## src/rtl/bspr_pkg.sv

```systemverilog
// Package: constants for the boot strap and pad reset mux
package bspr_pkg;

	// ----------------------------------------
	// Boot modes
	// ----------------------------------------
	typedef enum logic [1:0] {
		BSPR_BOOT_DEFAULT  = 2'h0,
		BSPR_BOOT_FLASH    = 2'h1,
		BSPR_BOOT_DOWNLOAD = 2'h2
	} bspr_boot_e;

	// ----------------------------------------
	// Pad reset configuration codes
	// ----------------------------------------
	localparam logic [1:0] BSPR_CFG_OFF  = 2'h0;
	localparam logic [1:0] BSPR_CFG_IN   = 2'h1;
	localparam logic [1:0] BSPR_CFG_PD   = 2'h2;
	localparam logic [1:0] BSPR_CFG_PU   = 2'h3;

	// ----------------------------------------
	// Function selection
	// ----------------------------------------
	localparam int         BSPR_FUNC_COUNT = 6;
	localparam logic [2:0] BSPR_FUNC_GPIO  = 3'h2;
	localparam logic [2:0] BSPR_FUNC_RESET = 3'h0;

	// Strap values after reset (default state A=1, B=0)
	localparam logic       BSPR_STRAP_A_RST = 1'b1;
	localparam logic       BSPR_STRAP_B_RST = 1'b0;

	// ----------------------------------------
	// Timing
	// ----------------------------------------
	localparam int BSPR_CLK_HZ       = 40_000_000;
	localparam int BSPR_HOLD_MS      = 3;
	localparam int BSPR_HOLD_CYCLES  = (BSPR_CLK_HZ / 1000) * BSPR_HOLD_MS;
	localparam int BSPR_SYNC_STAGES  = 3;

endpackage

```

## src/rtl/bspr_pad_cell.sv

```systemverilog
// Per-pad configuration and function selection cell
`timescale 1ns/100ps
`default_nettype none

module bspr_pad_cell (
	input  wire logic       clock,
	input  wire logic       rst,
	input  wire logic       cfg_wr,
	input  wire logic [1:0] cfg_reset_code,
	input  wire logic [1:0] cfg_code,
	input  wire logic [2:0] cfg_func,
	input  wire logic       cfg_route_en,
	input  wire logic [5:0] func_out,
	input  wire logic [5:0] func_oe,
	input  wire logic       route_out,
	input  wire logic       route_oe,
	output logic            pad_out,
	output logic            pad_oe,
	output logic            input_buffer_enable,
	output logic            weak_pulldown_enable,
	output logic            weak_pullup_enable,
	output logic [2:0]      func_sel,
	output logic            route_sel
);

	logic [1:0] code_r;
	logic [1:0] code_nxt;
	logic [2:0] func_r;
	logic [2:0] func_nxt;
	logic       route_r;
	logic       route_nxt;
	logic       loaded_r;
	logic       loaded_nxt;
	logic       out_nxt;
	logic       oe_nxt;
	logic       ie_r;
	logic       pd_r;
	logic       pu_r;
	logic       out_r;
	logic       oe_r;

	// ----------------------------------------
	// Configuration state
	// ----------------------------------------
	always_comb begin
		code_nxt   = code_r;
		func_nxt   = func_r;
		route_nxt  = route_r;
		loaded_nxt = 1'b1;
		if (!loaded_r) begin
			code_nxt  = cfg_reset_code;
			func_nxt  = bspr_pkg::BSPR_FUNC_RESET;
			route_nxt = 1'b0;
		end else if (cfg_wr) begin
			code_nxt  = cfg_code;
			route_nxt = cfg_route_en;
			if (cfg_func < 3'(bspr_pkg::BSPR_FUNC_COUNT)) begin
				func_nxt = cfg_func;
			end
		end
		if (route_r) begin
			out_nxt = route_out;
			oe_nxt  = route_oe;
		end else begin
			out_nxt = func_out[func_r];
			oe_nxt  = func_oe[func_r];
		end
	end

	always_ff @(posedge clock) begin
		if (rst) begin
			code_r   <= bspr_pkg::BSPR_CFG_OFF;
			func_r   <= bspr_pkg::BSPR_FUNC_RESET;
			route_r  <= 1'b0;
			loaded_r <= 1'b0;
			ie_r     <= 1'b0;
			pd_r     <= 1'b0;
			pu_r     <= 1'b0;
			out_r    <= 1'b0;
			oe_r     <= 1'b0;
		end else begin
			code_r   <= code_nxt;
			func_r   <= func_nxt;
			route_r  <= route_nxt;
			loaded_r <= loaded_nxt;
			ie_r     <= (code_nxt != bspr_pkg::BSPR_CFG_OFF);
			pd_r     <= (code_nxt == bspr_pkg::BSPR_CFG_PD);
			pu_r     <= (code_nxt == bspr_pkg::BSPR_CFG_PU);
			out_r    <= out_nxt;
			oe_r     <= oe_nxt;
		end
	end

	assign input_buffer_enable  = ie_r;
	assign weak_pulldown_enable = pd_r;
	assign weak_pullup_enable   = pu_r;
	assign func_sel             = func_r;
	assign route_sel            = route_r;
	assign pad_out              = out_r;
	assign pad_oe               = oe_r;

endmodule // bspr_pad_cell
`default_nettype wire

```

## src/rtl/bspr_top.sv

```systemverilog
// Top: boot strap capture, boot mode decode and pad reset mux
`timescale 1ns/100ps
`default_nettype none

// Contract
// - Strap levels are caught when reset ends and held for the whole boot.
// - Strap A high means flash boot, both low means download boot, default is A=1 B=0.
// - Download boot accepts firmware over the UART path or the SDIO path.
// - Pad code 0 input off, 1 input on, 2 input with pull-down, 3 input with pull-up.
// - After reset each pad uses its direct-mux default function until software changes it.
// - A routing matrix can connect any peripheral signal to any pad.
module bspr_top #(
	parameter int NUM_PADS    = 8,
	parameter int NUM_SIGS    = 8,
	parameter int HOLD_CYCLES = bspr_pkg::BSPR_HOLD_CYCLES
) (
	input  wire logic                        clock,
	input  wire logic                        rst,
	input  wire logic                        chip_power_up_enable,
	input  wire logic                        boot_strap_a,
	input  wire logic                        boot_strap_b,
	input  wire logic                        uart_dl_valid,
	input  wire logic                        sdio_dl_valid,
	input  wire logic [2*NUM_PADS-1:0]       pad_reset_code,
	input  wire logic [$clog2(NUM_PADS)-1:0] cfg_pad,
	input  wire logic                        cfg_wr,
	input  wire logic [1:0]                  cfg_code,
	input  wire logic [2:0]                  cfg_func,
	input  wire logic                        cfg_route_en,
	input  wire logic [$clog2(NUM_SIGS)-1:0] cfg_route_sig,
	input  wire logic [6*NUM_PADS-1:0]       func_out,
	input  wire logic [6*NUM_PADS-1:0]       func_oe,
	input  wire logic [NUM_PADS-1:0]         gpio_out,
	input  wire logic [NUM_PADS-1:0]         gpio_oe,
	input  wire logic [NUM_SIGS-1:0]         periph_out,
	input  wire logic [NUM_SIGS-1:0]         periph_oe,
	output logic [1:0]                       boot_mode,
	output logic                             strap_valid,
	output logic                             pins_released,
	output logic                             dl_accept_uart,
	output logic                             dl_accept_sdio,
	output logic [NUM_PADS-1:0]              pad_out,
	output logic [NUM_PADS-1:0]              pad_oe,
	output logic [NUM_PADS-1:0]              input_buffer_enable,
	output logic [NUM_PADS-1:0]              weak_pulldown_enable,
	output logic [NUM_PADS-1:0]              weak_pullup_enable
);

	localparam int PW = $clog2(NUM_PADS);
	localparam int SW = $clog2(NUM_SIGS);
	localparam int CW = $clog2(HOLD_CYCLES + 1);

	// ----------------------------------------
	// Pin synchronisers
	// ----------------------------------------
	logic [2:0] sa_sync_r;
	logic [2:0] sb_sync_r;
	logic [2:0] pu_sync_r;
	logic       sa_ok;
	logic       sb_ok;
	logic       pu_ok;

	// Straps shift through reset so real pin levels stand at release
	always_ff @(posedge clock) begin
		sa_sync_r <= {sa_sync_r[1:0], boot_strap_a};
		sb_sync_r <= {sb_sync_r[1:0], boot_strap_b};
	end

	always_ff @(posedge clock) begin
		if (rst) begin
			pu_sync_r <= 3'h0;
		end else begin
			pu_sync_r <= {pu_sync_r[1:0], chip_power_up_enable};
		end
	end

	// Stage 2 and 3 must agree (power-up enable: both high)
	assign sa_ok = (sa_sync_r[1] == sa_sync_r[2]);
	assign sb_ok = (sb_sync_r[1] == sb_sync_r[2]);
	assign pu_ok = pu_sync_r[1] & pu_sync_r[2];

	// ----------------------------------------
	// Strap capture and boot decode
	// ----------------------------------------
	typedef enum logic [1:0] {
		BSPR_ST_WAIT  = 2'b00,
		BSPR_ST_HOLD  = 2'b01,
		BSPR_ST_RUN   = 2'b10
	} bspr_state_e;

	bspr_state_e        st_r;
	bspr_state_e        st_nxt;
	logic [CW-1:0]      cnt_r;
	logic [CW-1:0]      cnt_nxt;
	logic [1:0]         mode_r;
	logic [1:0]         mode_nxt;
	logic               valid_r;
	logic               valid_nxt;
	logic               rel_r;
	logic               rel_nxt;
	logic               dlu_r;
	logic               dlu_nxt;
	logic               dls_r;
	logic               dls_nxt;

	always_comb begin
		st_nxt    = st_r;
		cnt_nxt   = cnt_r;
		mode_nxt  = mode_r;
		valid_nxt = valid_r;
		rel_nxt   = rel_r;
		unique case (st_r)
			BSPR_ST_WAIT: begin
				if (sa_ok && sb_ok) begin
					valid_nxt = 1'b1;
					st_nxt    = BSPR_ST_HOLD;
					if (sa_sync_r[2]) begin
						mode_nxt = bspr_pkg::BSPR_BOOT_FLASH;
					end else if (!sb_sync_r[2]) begin
						mode_nxt = bspr_pkg::BSPR_BOOT_DOWNLOAD;
					end else begin
						mode_nxt = bspr_pkg::BSPR_BOOT_DEFAULT;
					end
				end
			end
			BSPR_ST_HOLD: begin
				if (pu_ok) begin
					if (cnt_r >= CW'(HOLD_CYCLES - 1)) begin
						rel_nxt = 1'b1;
						st_nxt  = BSPR_ST_RUN;
					end else begin
						cnt_nxt = cnt_r + CW'(1);
					end
				end else begin
					cnt_nxt = '0;
				end
			end
			BSPR_ST_RUN: begin
				st_nxt = BSPR_ST_RUN;
			end
			default: begin
				st_nxt = BSPR_ST_WAIT;
			end
		endcase
		dlu_nxt = (mode_r == bspr_pkg::BSPR_BOOT_DOWNLOAD) && rel_r && uart_dl_valid;
		dls_nxt = (mode_r == bspr_pkg::BSPR_BOOT_DOWNLOAD) && rel_r && sdio_dl_valid;
	end

	always_ff @(posedge clock) begin
		if (rst) begin
			st_r    <= BSPR_ST_WAIT;
			cnt_r   <= '0;
			mode_r  <= bspr_pkg::BSPR_BOOT_DEFAULT;
			valid_r <= 1'b0;
			rel_r   <= 1'b0;
			dlu_r   <= 1'b0;
			dls_r   <= 1'b0;
		end else begin
			st_r    <= st_nxt;
			cnt_r   <= cnt_nxt;
			mode_r  <= mode_nxt;
			valid_r <= valid_nxt;
			rel_r   <= rel_nxt;
			dlu_r   <= dlu_nxt;
			dls_r   <= dls_nxt;
		end
	end

	assign boot_mode      = mode_r;
	assign strap_valid    = valid_r;
	assign pins_released  = rel_r;
	assign dl_accept_uart = dlu_r;
	assign dl_accept_sdio = dls_r;

	// ----------------------------------------
	// Routing matrix selection per pad
	// ----------------------------------------
	logic [SW-1:0] rsig_r [NUM_PADS];

	// ----------------------------------------
	// Pad cells
	// ----------------------------------------
	genvar gi;
	generate
		for (gi = 0; gi < NUM_PADS; gi++) begin : g_pad
			logic       wr;
			logic [5:0] fo;
			logic [5:0] fe;
			logic       ro;
			logic       re;

			assign wr = cfg_wr && (cfg_pad == PW'(gi));

			always_ff @(posedge clock) begin
				if (rst) begin
					rsig_r[gi] <= '0;
				end else if (wr) begin
					rsig_r[gi] <= cfg_route_sig;
				end
			end

			always_comb begin
				fo = func_out[6*gi +: 6];
				fe = func_oe[6*gi +: 6];
				fo[bspr_pkg::BSPR_FUNC_GPIO] = gpio_out[gi];
				fe[bspr_pkg::BSPR_FUNC_GPIO] = gpio_oe[gi];
				// Strap pins stay inputs until released
				if (!rel_r) begin
					fe = 6'h00;
				end
			end

			assign ro = periph_out[rsig_r[gi]];
			assign re = periph_oe[rsig_r[gi]] & rel_r;

			bspr_pad_cell u_cell (
				.clock                (clock),
				.rst                  (rst),
				.cfg_wr               (wr),
				.cfg_reset_code       (pad_reset_code[2*gi +: 2]),
				.cfg_code             (cfg_code),
				.cfg_func             (cfg_func),
				.cfg_route_en         (cfg_route_en),
				.func_out             (fo),
				.func_oe              (fe),
				.route_out            (ro),
				.route_oe             (re),
				.pad_out              (pad_out[gi]),
				.pad_oe               (pad_oe[gi]),
				.input_buffer_enable  (input_buffer_enable[gi]),
				.weak_pulldown_enable (weak_pulldown_enable[gi]),
				.weak_pullup_enable   (weak_pullup_enable[gi]),
				.func_sel             (),
				.route_sel            ()
			);
		end
	endgenerate

endmodule // bspr_top
`default_nettype wire

```

## config.mk

```make
export PLATFORM = sky130hd
export DESIGN_NAME = bspr_top
export DESIGN_NICKNAME = d
export VERILOG_FILES = /design/src/rtl/bspr_pkg.sv /design/src/rtl/bspr_pad_cell.sv /design/src/rtl/bspr_top.sv
export SDC_FILE = /design/constraint.sdc
export NUM_CORES = 1
export LEC_CHECK = 0
export BUFFER_PORTS_ARGS = -buffer_cell sky130_fd_sc_hd__buf_4
export CORE_MARGIN = 5
export CORE_UTILIZATION = 57
export DETAILED_ROUTE_END_ITERATION = 10
export GPL_TIMING_DRIVEN = 0
export PLACE_DENSITY = 0.82
export SYNTH_ARGS = -nofsm -noshare
export SYNTH_HDL_FRONTEND = slang
export SYNTH_SLANG_ARGS = --single-unit
```

## constraint.sdc

```tcl
create_clock -name clock -period 5.3 [get_ports clock]
set_clock_uncertainty 0.05 [all_clocks]
set_input_delay 0.53 -clock clock [delete_from_list [all_inputs] [get_ports clock]]
set_output_delay 0.53 -clock clock [all_outputs]
set_load 0.005 [all_outputs]
```

==> metrics.md, run 1 <==
| Metric | Value |
|---|---|
| Synthesis-to-layout area growth | `29.2%` |
| Yosys reg bits | `around 150` |
| Fin. max-slew vios | `0` |
| CTS tree | `yes` |
| Startpoint Class | `flip-flop` |
| Skew-Pair Late Insertion Delay | `420 ps` |
| Crit Path Max Fanout | `7` |
| GRT Util Overall | `a little over a quarter` |
| EDFF count, synth | `24` |
| Clock sinks | `approximately 150` |
| Largest net degree at the start of global routing | `17` |
| Maximum clock frequency | `~0.44 GHz` |
| RePlAce Congestion | `0.914` |
| Post-Syn Nets | `between 900 and 1000` |
| Crit-path slowest cell | `or4b_4` |
| Final HPWL DP | `15900 um` |
| Maximum vdd ir drop | `between 0.0002 and 0.00025 V` |
| Chip height | `approximately 130 um` |
| Starting Density | `57.6%` |
| Post-route DRC violation count | `0` |
| Post-synthesis sequential area ratio | `42.1%` |
| Total iterations of the first detailed-routing run | `6` |
| Distinct cell type count after synthesis | `53` |
| Avg Cell Area, Syn | `between 9 and 10 um^2` |
| Finished Cell Area | `around 9800 um^2` |
| Status | `finished clean` |
| Max clock buf depth | `2` |
| ANT nets after route | `0` |
| Chip Width | `~130 um` |
| I/O pins | `between 200 and 250` |
| Leak Pwr | `between 4 and 5 nW` |
| Max-cap viol count | `0` |
| Synth Cell Area | `7570 um^2` |
| Final nets | `between 1000 and 1500` |
| Post-CTS setup buffers | `0` |
| Cell Pwr Density | `approximately 280 nW/um^2` |
| Via count | `6714` |
| Final Hold Fails | `0` |
| CORE AREA | `around 13000 um^2` |
| Worst path max stage delay | `540 ps` |
| Reg area | `about 3200 um^2` |
| IO buf count | `approximately 190` |
| Slew HR | `about 51%` |
| Initial DRC count | `around 590` |
| Crit. End Element | `flip-flop` |
| Top_reg_cell synth | `dfxtp_1` |
| Multi-input gate area | `roughly 3800 um^2` |
| Total CTS buffers | `17` |
| Critical Path, Cell by Cell | `nand3_1 > or4b_4 > o31ai_1 > o21ai_1 > a21o_1 > a211oi_2` |
| Yosys top cell area share | `32.5%` |
| CTS HTree Levels | `4` |
| Vias per cell | `~5.8` |
| Final min period | `approximately 2300 ps` |
| Most frequent cells in the layout | `228 x buf_4, 123 x dfxtp_1, 105 x nor2_1` |
| Signal arrival time at the worst endpoint | `~2600 ps` |
| Die area | `about 16000 um^2` |
| Mapped Cells | `around 760` |
| First-pass GRT wire length | `34400 um` |
| Kind of critical path | `reg2reg` |
| Worst-path clk slew | `roughly 60 ps` |
| Layout cells sized above 1 | `about 33%` |
| Initial antenna violation count | `0` |
| Dominant cell type by area after synthesis | `dfxtp_1` |
| Final setup fails | `0` |
| Reg-to-reg slack, setup | `around 3000 ps` |
| Post-cts gate resize count | `0` |
| Top area cells in the synthesized netlist | `dfxtp_1 33%, mux4_2 14%, edfxtp_1 9.5%` |
| TNS Setup | `0 ps` |
| Yosys warns | `0` |
| Ant diodes | `0` |
| Clk Tree Root Cell | `clkbuf_16` |
| Routed WL | `around 22000 um` |
| Routed wire length per instance | `18.6 um` |
| Grt total ovfl | `0` |
| Final core occ | `between 70% and 80%` |
| Most common cell after layout, fill and taps aside | `buf_4` |
| Post-synthesis async set-or-reset flop share | `0%` |
| Cell Rows | `42` |
| Worst-Margin Slew | `roughly 730 ps` |
| Fill count | `974` |
| Cts hold-fix bufs | `0` |
| Placed instance area | `9200 um^2` |
| Worst min-delay path category | `in2reg` |
| Critical path data required time | `between 5000 and 6000 ps` |
| Period utilisation layout | `42.8%` |
| Number of global-route vias before repair | `6831` |
| Unrepaired setup endpoints after global routing | `false` |
## cell families (layout without fill, tap and decap cells)
group | after synthesis | count (layout) | share of synthesized area (%)
xor+xnor | 2 | 2 | 0.231
mux | 97 | 97 | 20.8
flops | 147 | 147 | 42.1
fa+ha+maj | 3 | 3 | 0.496
buf+inv | 112 | 332 | 7.79
compound gates | 126 | 126 | 11.3
simple gates | 277 | 277 | 17.3
## cell usage after synthesis (4+ instances only)
master    count
dfxtp_1     123
nor2_1      105
nand2_1      55
mux2i_1      49
mux4_2       48
clkbuf_1     41
buf_4        40
nand3_1      29
edfxtp_1     24
inv_1        24
a211oi_1     21
a21oi_1      20
nor2b_1      19
o21ai_0      19
nor3_1       17
o22ai_1      16
and2_1       11
a31oi_1      10
or4_1         9
nand2b_1      8
nand4_1       8
and3_1        7
o211ai_1      7
o21bai_1      7
o221a_2       4
## critical path: cells and delay by family (launching register included)
family             cells  cell delay, ps
DFF                    1             420
AOI/OAI and AO/OA      4            1030
and+or+nand+nor        2             680
## sequential cells by signal, indices dropped and copies added (netlist names)
| signal | cells |
|---|---|
| pins_released | 1 |
| g_pad.u_cell.pad_out | 8 |
| g_pad.u_cell.input_buffer_enable | 8 |
| dl_accept_sdio | 1 |
| rsig_r | 24 |
| st_r | 2 |
| g_pad.u_cell.pad_oe | 8 |
| g_pad.u_cell.route_sel | 8 |
| g_pad.u_cell.func_sel | 24 |
| sa_sync_r | 3 |
| boot_mode | 2 |
| g_pad.u_cell.weak_pullup_enable | 8 |
| dl_accept_uart | 1 |
| g_pad.u_cell.weak_pulldown_enable | 8 |
| strap_valid | 1 |
| sb_sync_r | 3 |
| g_pad.u_cell.loaded_r | 1 |
| pu_sync_r | 3 |
| g_pad.u_cell.code_r | 16 |
| cnt_r | 17 |
## path summary, 6_finish.rpt
path | from | to | cells after the start
min | boot_strap_b | sb_sync_r[0] | 1
max reg2reg | cnt_r[14] | st_r[0] | 6
max | cnt_r[14] | st_r[0] | 6
min reg2reg | sb_sync_r[0] | sb_sync_r[1] | 0
## report_power, final
group	internal [W]	switching, W	leakage [nW]
Sequential	0.00118	0.0000324	1.24
Clock	0.000697	0.000469	0.287
Combinational	0.000220	0.000172	2.52
## per-stage QoR
| step | cells | hold WS (ps) | worst slack [ps] | power [W] |
|---|---|---|---|---|
| floorplan | 764 | 260 | 3310 | 0.00144 |
| global placement | 1128 | 262 | 2940 | 0.00161 |
| detailed placement | 1128 | 265 | 2900 | 0.00163 |
| CTS | 1160 | 151 | 3090 | 0.00278 |
| global route | 1160 | 145 | 2890 | 0.00287 |
| finish | 1160 | 164 | 3030 | 0.00277 |
## area by class of cell
class	instances	area share [%]
plain buffers	87	5.07
clock buffers	20	4.89
clock inverters	12	1.05
inverters	25	0.959
multi-input cells	505	38.8
flip-flops and latches	147	32.5
well taps	176	2.25
repair buffers	188	14.4
## layer usage
metal / track usage, % / vias up / share of wire [%]
met1: 32.1 / 3162 / 38
met3: 7.80 / 39 / 9.1
li1: - / 3164 / -
met4: 10.2 / 0 / 2.2
met2: 47.2 / 349 / 50
met5: 0 / - / 0
Note: power is estimated with default switching activity, not from simulation.
==> inputs of run 2 (changes only) <==
- CORE_UTILIZATION: 57 -> 48
- PLACE_DENSITY: 0.82 -> 0.73
- clock period: 5.3 -> 1.95 ns (I/O delays scaled with it)
==> run 2 against run 1 <==
Effect of this change: the flow now finishes with violations (negative setup slack); via count is 0.85% lower; clock power grew to 2.6 times the previous value; clock-buffer cell count is 7 higher; non-clock buffer count is 13 higher; critical path type unchanged; critical endpoint is now st_r[1].
==> metrics.md, run 2 (same netlist as run 1, synthesis figures left out) <==
| Metric | Value |
|---|---|
| Fill count | `approximately 1300` |
| Initial DRC count | `405` |
| Worst-path clk slew | `60 ps` |
| GRT Util Overall | `a little under a quarter` |
| Hold Path Depth | `4` |
| Initial antenna violation count | `0` |
| Ant diodes | `0` |
| Final min period | `2010 ps` |
| Hold EP | `g_pad[4].u_cell.func_sel[2]` |
| Largest net degree at the start of global routing | `17` |
| Routed WL | `approximately 22000 um` |
| CTS HTree Levels | `4` |
| TNS Setup | `-296 ps` |
| ANT nets after route | `0` |
| R2R cell count | `6` |
| Critical path data required time | `2180 ps` |
| Number of global-route vias before repair | `approximately 6600` |
| Grt total ovfl | `0` |
| Unrepaired setup endpoints after global routing | `true` |
| Layout cells sized above 1 | `35.9%` |
| Starting Density | `between 40% and 50%` |
| Cell Rows | `46` |
| Die area | `18400 um^2` |
| Cell Pwr Density | `about 730 nW/um^2` |
| Clock sinks | `~150` |
| RR Endpoint | `st_r[1]` |
| Final nets | `~1200` |
| Busiest grt layer | `met2` |
| RePlAce Congestion | `slightly below 0.9` |
| Met2 Usage GRT | `between 30% and 40%` |
| Via count | `6657` |
| Final HPWL DP | `~16000 um` |
| DP Worst Slack | `-219 ps` |
| Crit Path Max Fanout | `5` |
| Worst min-delay path category | `in2reg` |
| Leak Pwr | `around 4.1 nW` |
| Max-cap viol count | `0` |
| Skew-Pair Late Insertion Delay | `420 ps` |
| Grt met1 use | `a little under 30%` |
| Maximum clock frequency | `approximately 0.5 GHz` |
| Final Hold Fails | `0` |
| Max clock buf depth | `2` |
| IO buf count | `~190` |
| Worst-Margin Slew | `approximately 730 ps` |
| Routed wire length per instance | `roughly 18 um` |
| Clk Tree Root Cell | `clkbuf_16` |
| First-pass GRT wire length | `around 34000 um` |
| Maximum vdd ir drop | `0.000582 V` |
| I/O pins | `210` |
| Critical R2R Launch | `cnt_r[15]` |
| Chip height | `roughly 140 um` |
| Period utilisation layout | `103%` |
| Failing checks | `negative setup slack` |
| Post-route DRC violation count | `0` |
| Total iterations of the first detailed-routing run | `5` |
| Most frequent cells in the layout | `236 x buf_4, 112 x dfxtp_1, 105 x nor2_1` |
| Signal arrival time at the worst endpoint | `about 2200 ps` |
| Kind of critical path | `reg2reg` |
| M3 GR Usage | `slightly below 7%` |
| Synthesis-to-layout area growth | `33.2%` |
| Final setup fails | `11` |
| Reg-to-reg slack, setup | `-60 ps` |
| Status | `finished with violations` |
| Chip Width | `between 100 and 150 um` |
| CORE AREA | `15700 um^2` |
| Startpoint Class | `flip-flop` |
| Fin. max-slew vios | `0` |
| Worst hold start | `cfg_func[1]` |
| Setup slack after layout | `-56.8 ps` |
| Final core occ | `64.4%` |
| Slew HR | `between 50% and 60%` |
| CTS tree | `yes` |
| Vias per cell | `about 5.5` |
| Most common cell after layout, fill and taps aside | `buf_4` |
| Total CTS buffers | `17` |
| Crit. End Element | `flip-flop` |
[run 2: cell types whose count changed in the layout (fill, tap and decap cells not counted), sizes merged]
cell	before	now
buf	234	243
bufinv	1	0
clkbuf	61	67
clkinv	8	5
clkinvlp	2	0
dlygate4sd3	0	5
inv	26	24
[run 2: layer usage]
metal / wire length, um / up-vias
li1: - / 3196
met1: 8920 / 3142
met2: 10500 / 282
met3: 2030 / 37
met4: 423 / 0
met5: 0 / -
[run 2: worst max path at each step]
| stage | start | endpoint | slack (ps) | depth (start not counted) |
|---|---|---|---|---|
| 5_1_grt | cnt_r[15] | st_r[1] | -140 | 6 |
| 3_5_place_dp | cnt_r[8] | cnt_r[4] | -220 | 7 |
| 3_3_place_gp | cnt_r[15] | cnt_r[15] | -170 | 7 |
| 2_1_floorplan | cnt_r[14] | cnt_r[15] | 2 | 7 |
| 4_1_cts | cnt_r[14] | cnt_r[15] | -70 | 7 |
| 6_report | cnt_r[15] | st_r[1] | -60 | 6 |
[run 2: per-stage QoR]
step | instance area (um^2) | instances | hold WS, ps | power [W]
after floorplan | 7580 | 764 | 173 | 0.00393
after global placement | 9270 | 1168 | 250 | 0.00441
after detailed placement | 9270 | 1168 | 250 | 0.00442
after CTS | 9960 | 1209 | 19.3 | 0.00741
after global routing | 10100 | 1212 | 37.5 | 0.00765
final | 10100 | 1212 | 36.5 | 0.00739
[run 2: layout make-up]
class | count | area, um^2 | share of cell area (%)
multi-input combinational | 505 | 3920 | 38.9
sequential | 147 | 3200 | 31.7
timing repair buffer | 203 | 1560 | 15.4
clock buffer | 27 | 524 | 5.20
buffer | 85 | 493 | 4.89
tap | 216 | 270 | 2.68
inverter | 25 | 93.8 | 0.931
clock inverter | 4 | 20.0 | 0.199
[run 2: repair_timing]
action / CTS / global route
gates cloned: 0 / 1
hold buffers: 5 / 0
pin swaps: 9 / 19
hold endpoints to repair: 5 / 0
resized for setup: 18 / 25
setup endpoints to repair: 28 / 29
buffers inserted: 6 / 3
[run 2: power by group]
part / internal (W) / switching (W)
logic: 0.000610 / 0.000466
clock network: 0.00182 / 0.00119
registers: 0.00321 / 0.0000855
[run 2: worst max-delay path, cell delays in order, from the launching register on]
cell     delay, ps
dfxtp_2        350
nand3_4         80
or4b_4         560
o31a_4         360
a31oi_4        200
mux2i_1        220
nor2_1          50
==> inputs of run 3 (changes only) <==
--- a/config.mk
+++ b/config.mk
@@ -12,4 +12,5 @@
 export GPL_TIMING_DRIVEN = 0
 export PLACE_DENSITY = 0.73
+export SETUP_SLACK_MARGIN = 0.05
 export SYNTH_ARGS = -nofsm -noshare
 export SYNTH_HDL_FRONTEND = slang
==> constraint.sdc (replaced) <==
create_clock -name clock -period 1.95 [get_ports clock]
set_clock_uncertainty 0.05 [all_clocks]
set_input_delay 0 -clock clock [delete_from_list [all_inputs] [get_ports clock]]
set_output_delay 0 -clock clock [all_outputs]
set_load 0.005 [all_outputs]
==> run 3 against run 2 <==
Effect of this change: the run still ends with negative setup slack left; non-clock buffer count rose by 23; power fell by 0.12%; clock power fell by 1%; critical path type unchanged; critical endpoint unchanged.
==> metrics.md, run 3 (same netlist as run 1, synthesis figures left out) <==
| Metric | Value |
|---|---|
| Status | `finished with violations` |
| Failing checks | `negative setup slack` |
| Slew HR | `53.7%` |
| Initial antenna violation count | `0` |
| Fill count | `roughly 1200` |
| Final nets | `1174` |
| CTS HTree Levels | `4` |
| Unrepaired setup endpoints after global routing | `true` |
| Setup slack after layout | `-56.9 ps` |
| Final Hold Fails | `0` |
| Chip Width | `roughly 140 um` |
| Tot Pwr | `approximately 0.0074 W` |
| Worst-Margin Slew | `~690 ps` |
| Crit Path Max Fanout | `7` |
| Final min period | `2010 ps` |
| Period utilisation layout | `103%` |
| Grt total ovfl | `0` |
| Final HPWL DP | `15800 um` |
| Fin. max-slew vios | `0` |
| Crit. End Element | `flip-flop` |
| Total CTS buffers | `17` |
| Kind of critical path | `reg2reg` |
| Skew-Pair Late Insertion Delay | `420 ps` |
| Hold EP | `g_pad[0].u_cell.code_r[1]` |
| Cell Rows | `46` |
| RR Endpoint | `st_r[1]` |
| Synthesis-to-layout area growth | `37.1%` |
| Chip height | `around 140 um` |
| Max-cap viol count | `0` |
| Clk Tree Root Cell | `clkbuf_16` |
| CTS tree | `yes` |
| Leak Pwr | `about 4.2 nW` |
| Ant diodes | `0` |
| Most frequent cells in the layout | `235 x buf_4, 110 x dfxtp_1, 104 x nor2_1` |
| Placed instance area | `approximately 9300 um^2` |
| Maximum vdd ir drop | `between 0.0005 and 0.0006 V` |
| TNS Setup | `-312 ps` |
| Critical path data required time | `2190 ps` |
| Initial DRC count | `roughly 550` |
| Worst min-delay path category | `in2reg` |
| Number of global-route vias before repair | `between 6000 and 7000` |
| ANT nets after route | `0` |
| Critical R2R Launch | `cnt_r[16]` |
| Worst hold start | `cfg_code[1]` |
| Multi-input gate area | `approximately 4000 um^2` |
| Largest net degree at the start of global routing | `17` |
| Reg area | `around 3200 um^2` |
| Max clock buf depth | `2` |
| Startpoint Class | `flip-flop` |
| Layout cells sized above 1 | `roughly 37%` |
| Cell Pwr Density | `roughly 710 nW/um^2` |
| Vias per cell | `between 5 and 6` |
| R2R cell count | `7` |
| Reg-to-reg slack, setup | `-60 ps` |
| Maximum clock frequency | `~0.5 GHz` |
| Clock sinks | `roughly 150` |
| GRT Util Overall | `23.8%` |
| Signal arrival time at the worst endpoint | `around 2200 ps` |
| IO buf count | `approximately 190` |
| Starting Density | `48.3%` |
| CORE AREA | `about 16000 um^2` |
| I/O pins | `210` |
| First-pass GRT wire length | `approximately 34000 um` |
| Routed WL | `22000 um` |
| Most common cell after layout, fill and taps aside | `buf_4` |
| Routed wire length per instance | `around 18 um` |
| Die area | `approximately 18000 um^2` |
| Final setup fails | `13` |
| RePlAce Congestion | `slightly below 0.9` |
| Hold Path Depth | `3` |
| Worst-path clk slew | `about 50 ps` |
| Post-route DRC violation count | `0` |
| Via count | `approximately 7000` |
| Total iterations of the first detailed-routing run | `6` |
| Finished Cell Area | `between 10000 and 15000 um^2` |
run 3: worst max path at each step:
stage	startpoint	to	cells past startpoint
floorplan	cnt_r[8]	cnt_r[15]	8
global placement	g_pad[6].u_cell.loaded_r	g_pad[5].u_cell.route_sel	6
detailed placement	g_pad[6].u_cell.loaded_r	g_pad[3].u_cell.route_sel	6
CTS	cnt_r[15]	cnt_r[5]	7
global route	cnt_r[12]	cnt_r[12]	7
finish	cnt_r[16]	st_r[1]	7
run 3: worst max-delay path, stage by stage (launching register included):
cell,delay (ps)
dfxtp_2,350
nand3_4,70
or4b_4,560
buf_6,150
a21o_4,240
a31oi_4,200
mux2i_1,200
nor2_1,50
run 3: per-layer routing:
| metal | GRT usage [%] | part of all wire (%) | up-vias | wire length (um) |
|---|---|---|---|---|
| met5 | 0 | 0 | - | 0 |
| li1 | - | - | 3234 | - |
| met1 | 28.6 | 40 | 3306 | 8800 |
| met4 | 8.01 | 2.0 | 0 | 439 |
| met2 | 41.2 | 49 | 316 | 10700 |
| met3 | 6.76 | 9.1 | 45 | 2000 |
run 3: final cells by class:
type                    count  area share [%]
multi-input cells         505            38.2
inverters                  25           0.905
plain buffers              84            4.75
well taps                 216            2.61
flip-flops and latches    147            30.9
clock buffers              27            4.95
repair buffers            227            17.4
clock inverters             4           0.205
run 3: timing repair:
action                     in CTS  in global routing
pin swaps                      29                  8
buffers inserted                7                  4
hold endpoints to repair       58                  0
gates resized for setup        31                 38
setup endpoints to repair      28                 36
hold buffers                   27                  0
gates cloned                    1                  0
run 3: report_power, final:
| group | internal, W | leakage [nW] | switching, W |
|---|---|---|---|
| Clock | 0.00178 | 0.268 | 0.00118 |
| Sequential | 0.00321 | 1.25 | 0.0000863 |
| Combinational | 0.000641 | 2.73 | 0.000477 |
run 3: stage by stage:
step	hold slack (ps)	std cells	util [%]	worst slack (ps)
floorplan	-22.3	764	-	51.4
global placement	55.1	1168	59.2	-228
detailed placement	56.1	1168	59.2	-234
CTS	15.1	1232	65.4	-101
global route	60.0	1235	66.3	-131
finish	36.5	1235	66.3	-56.9
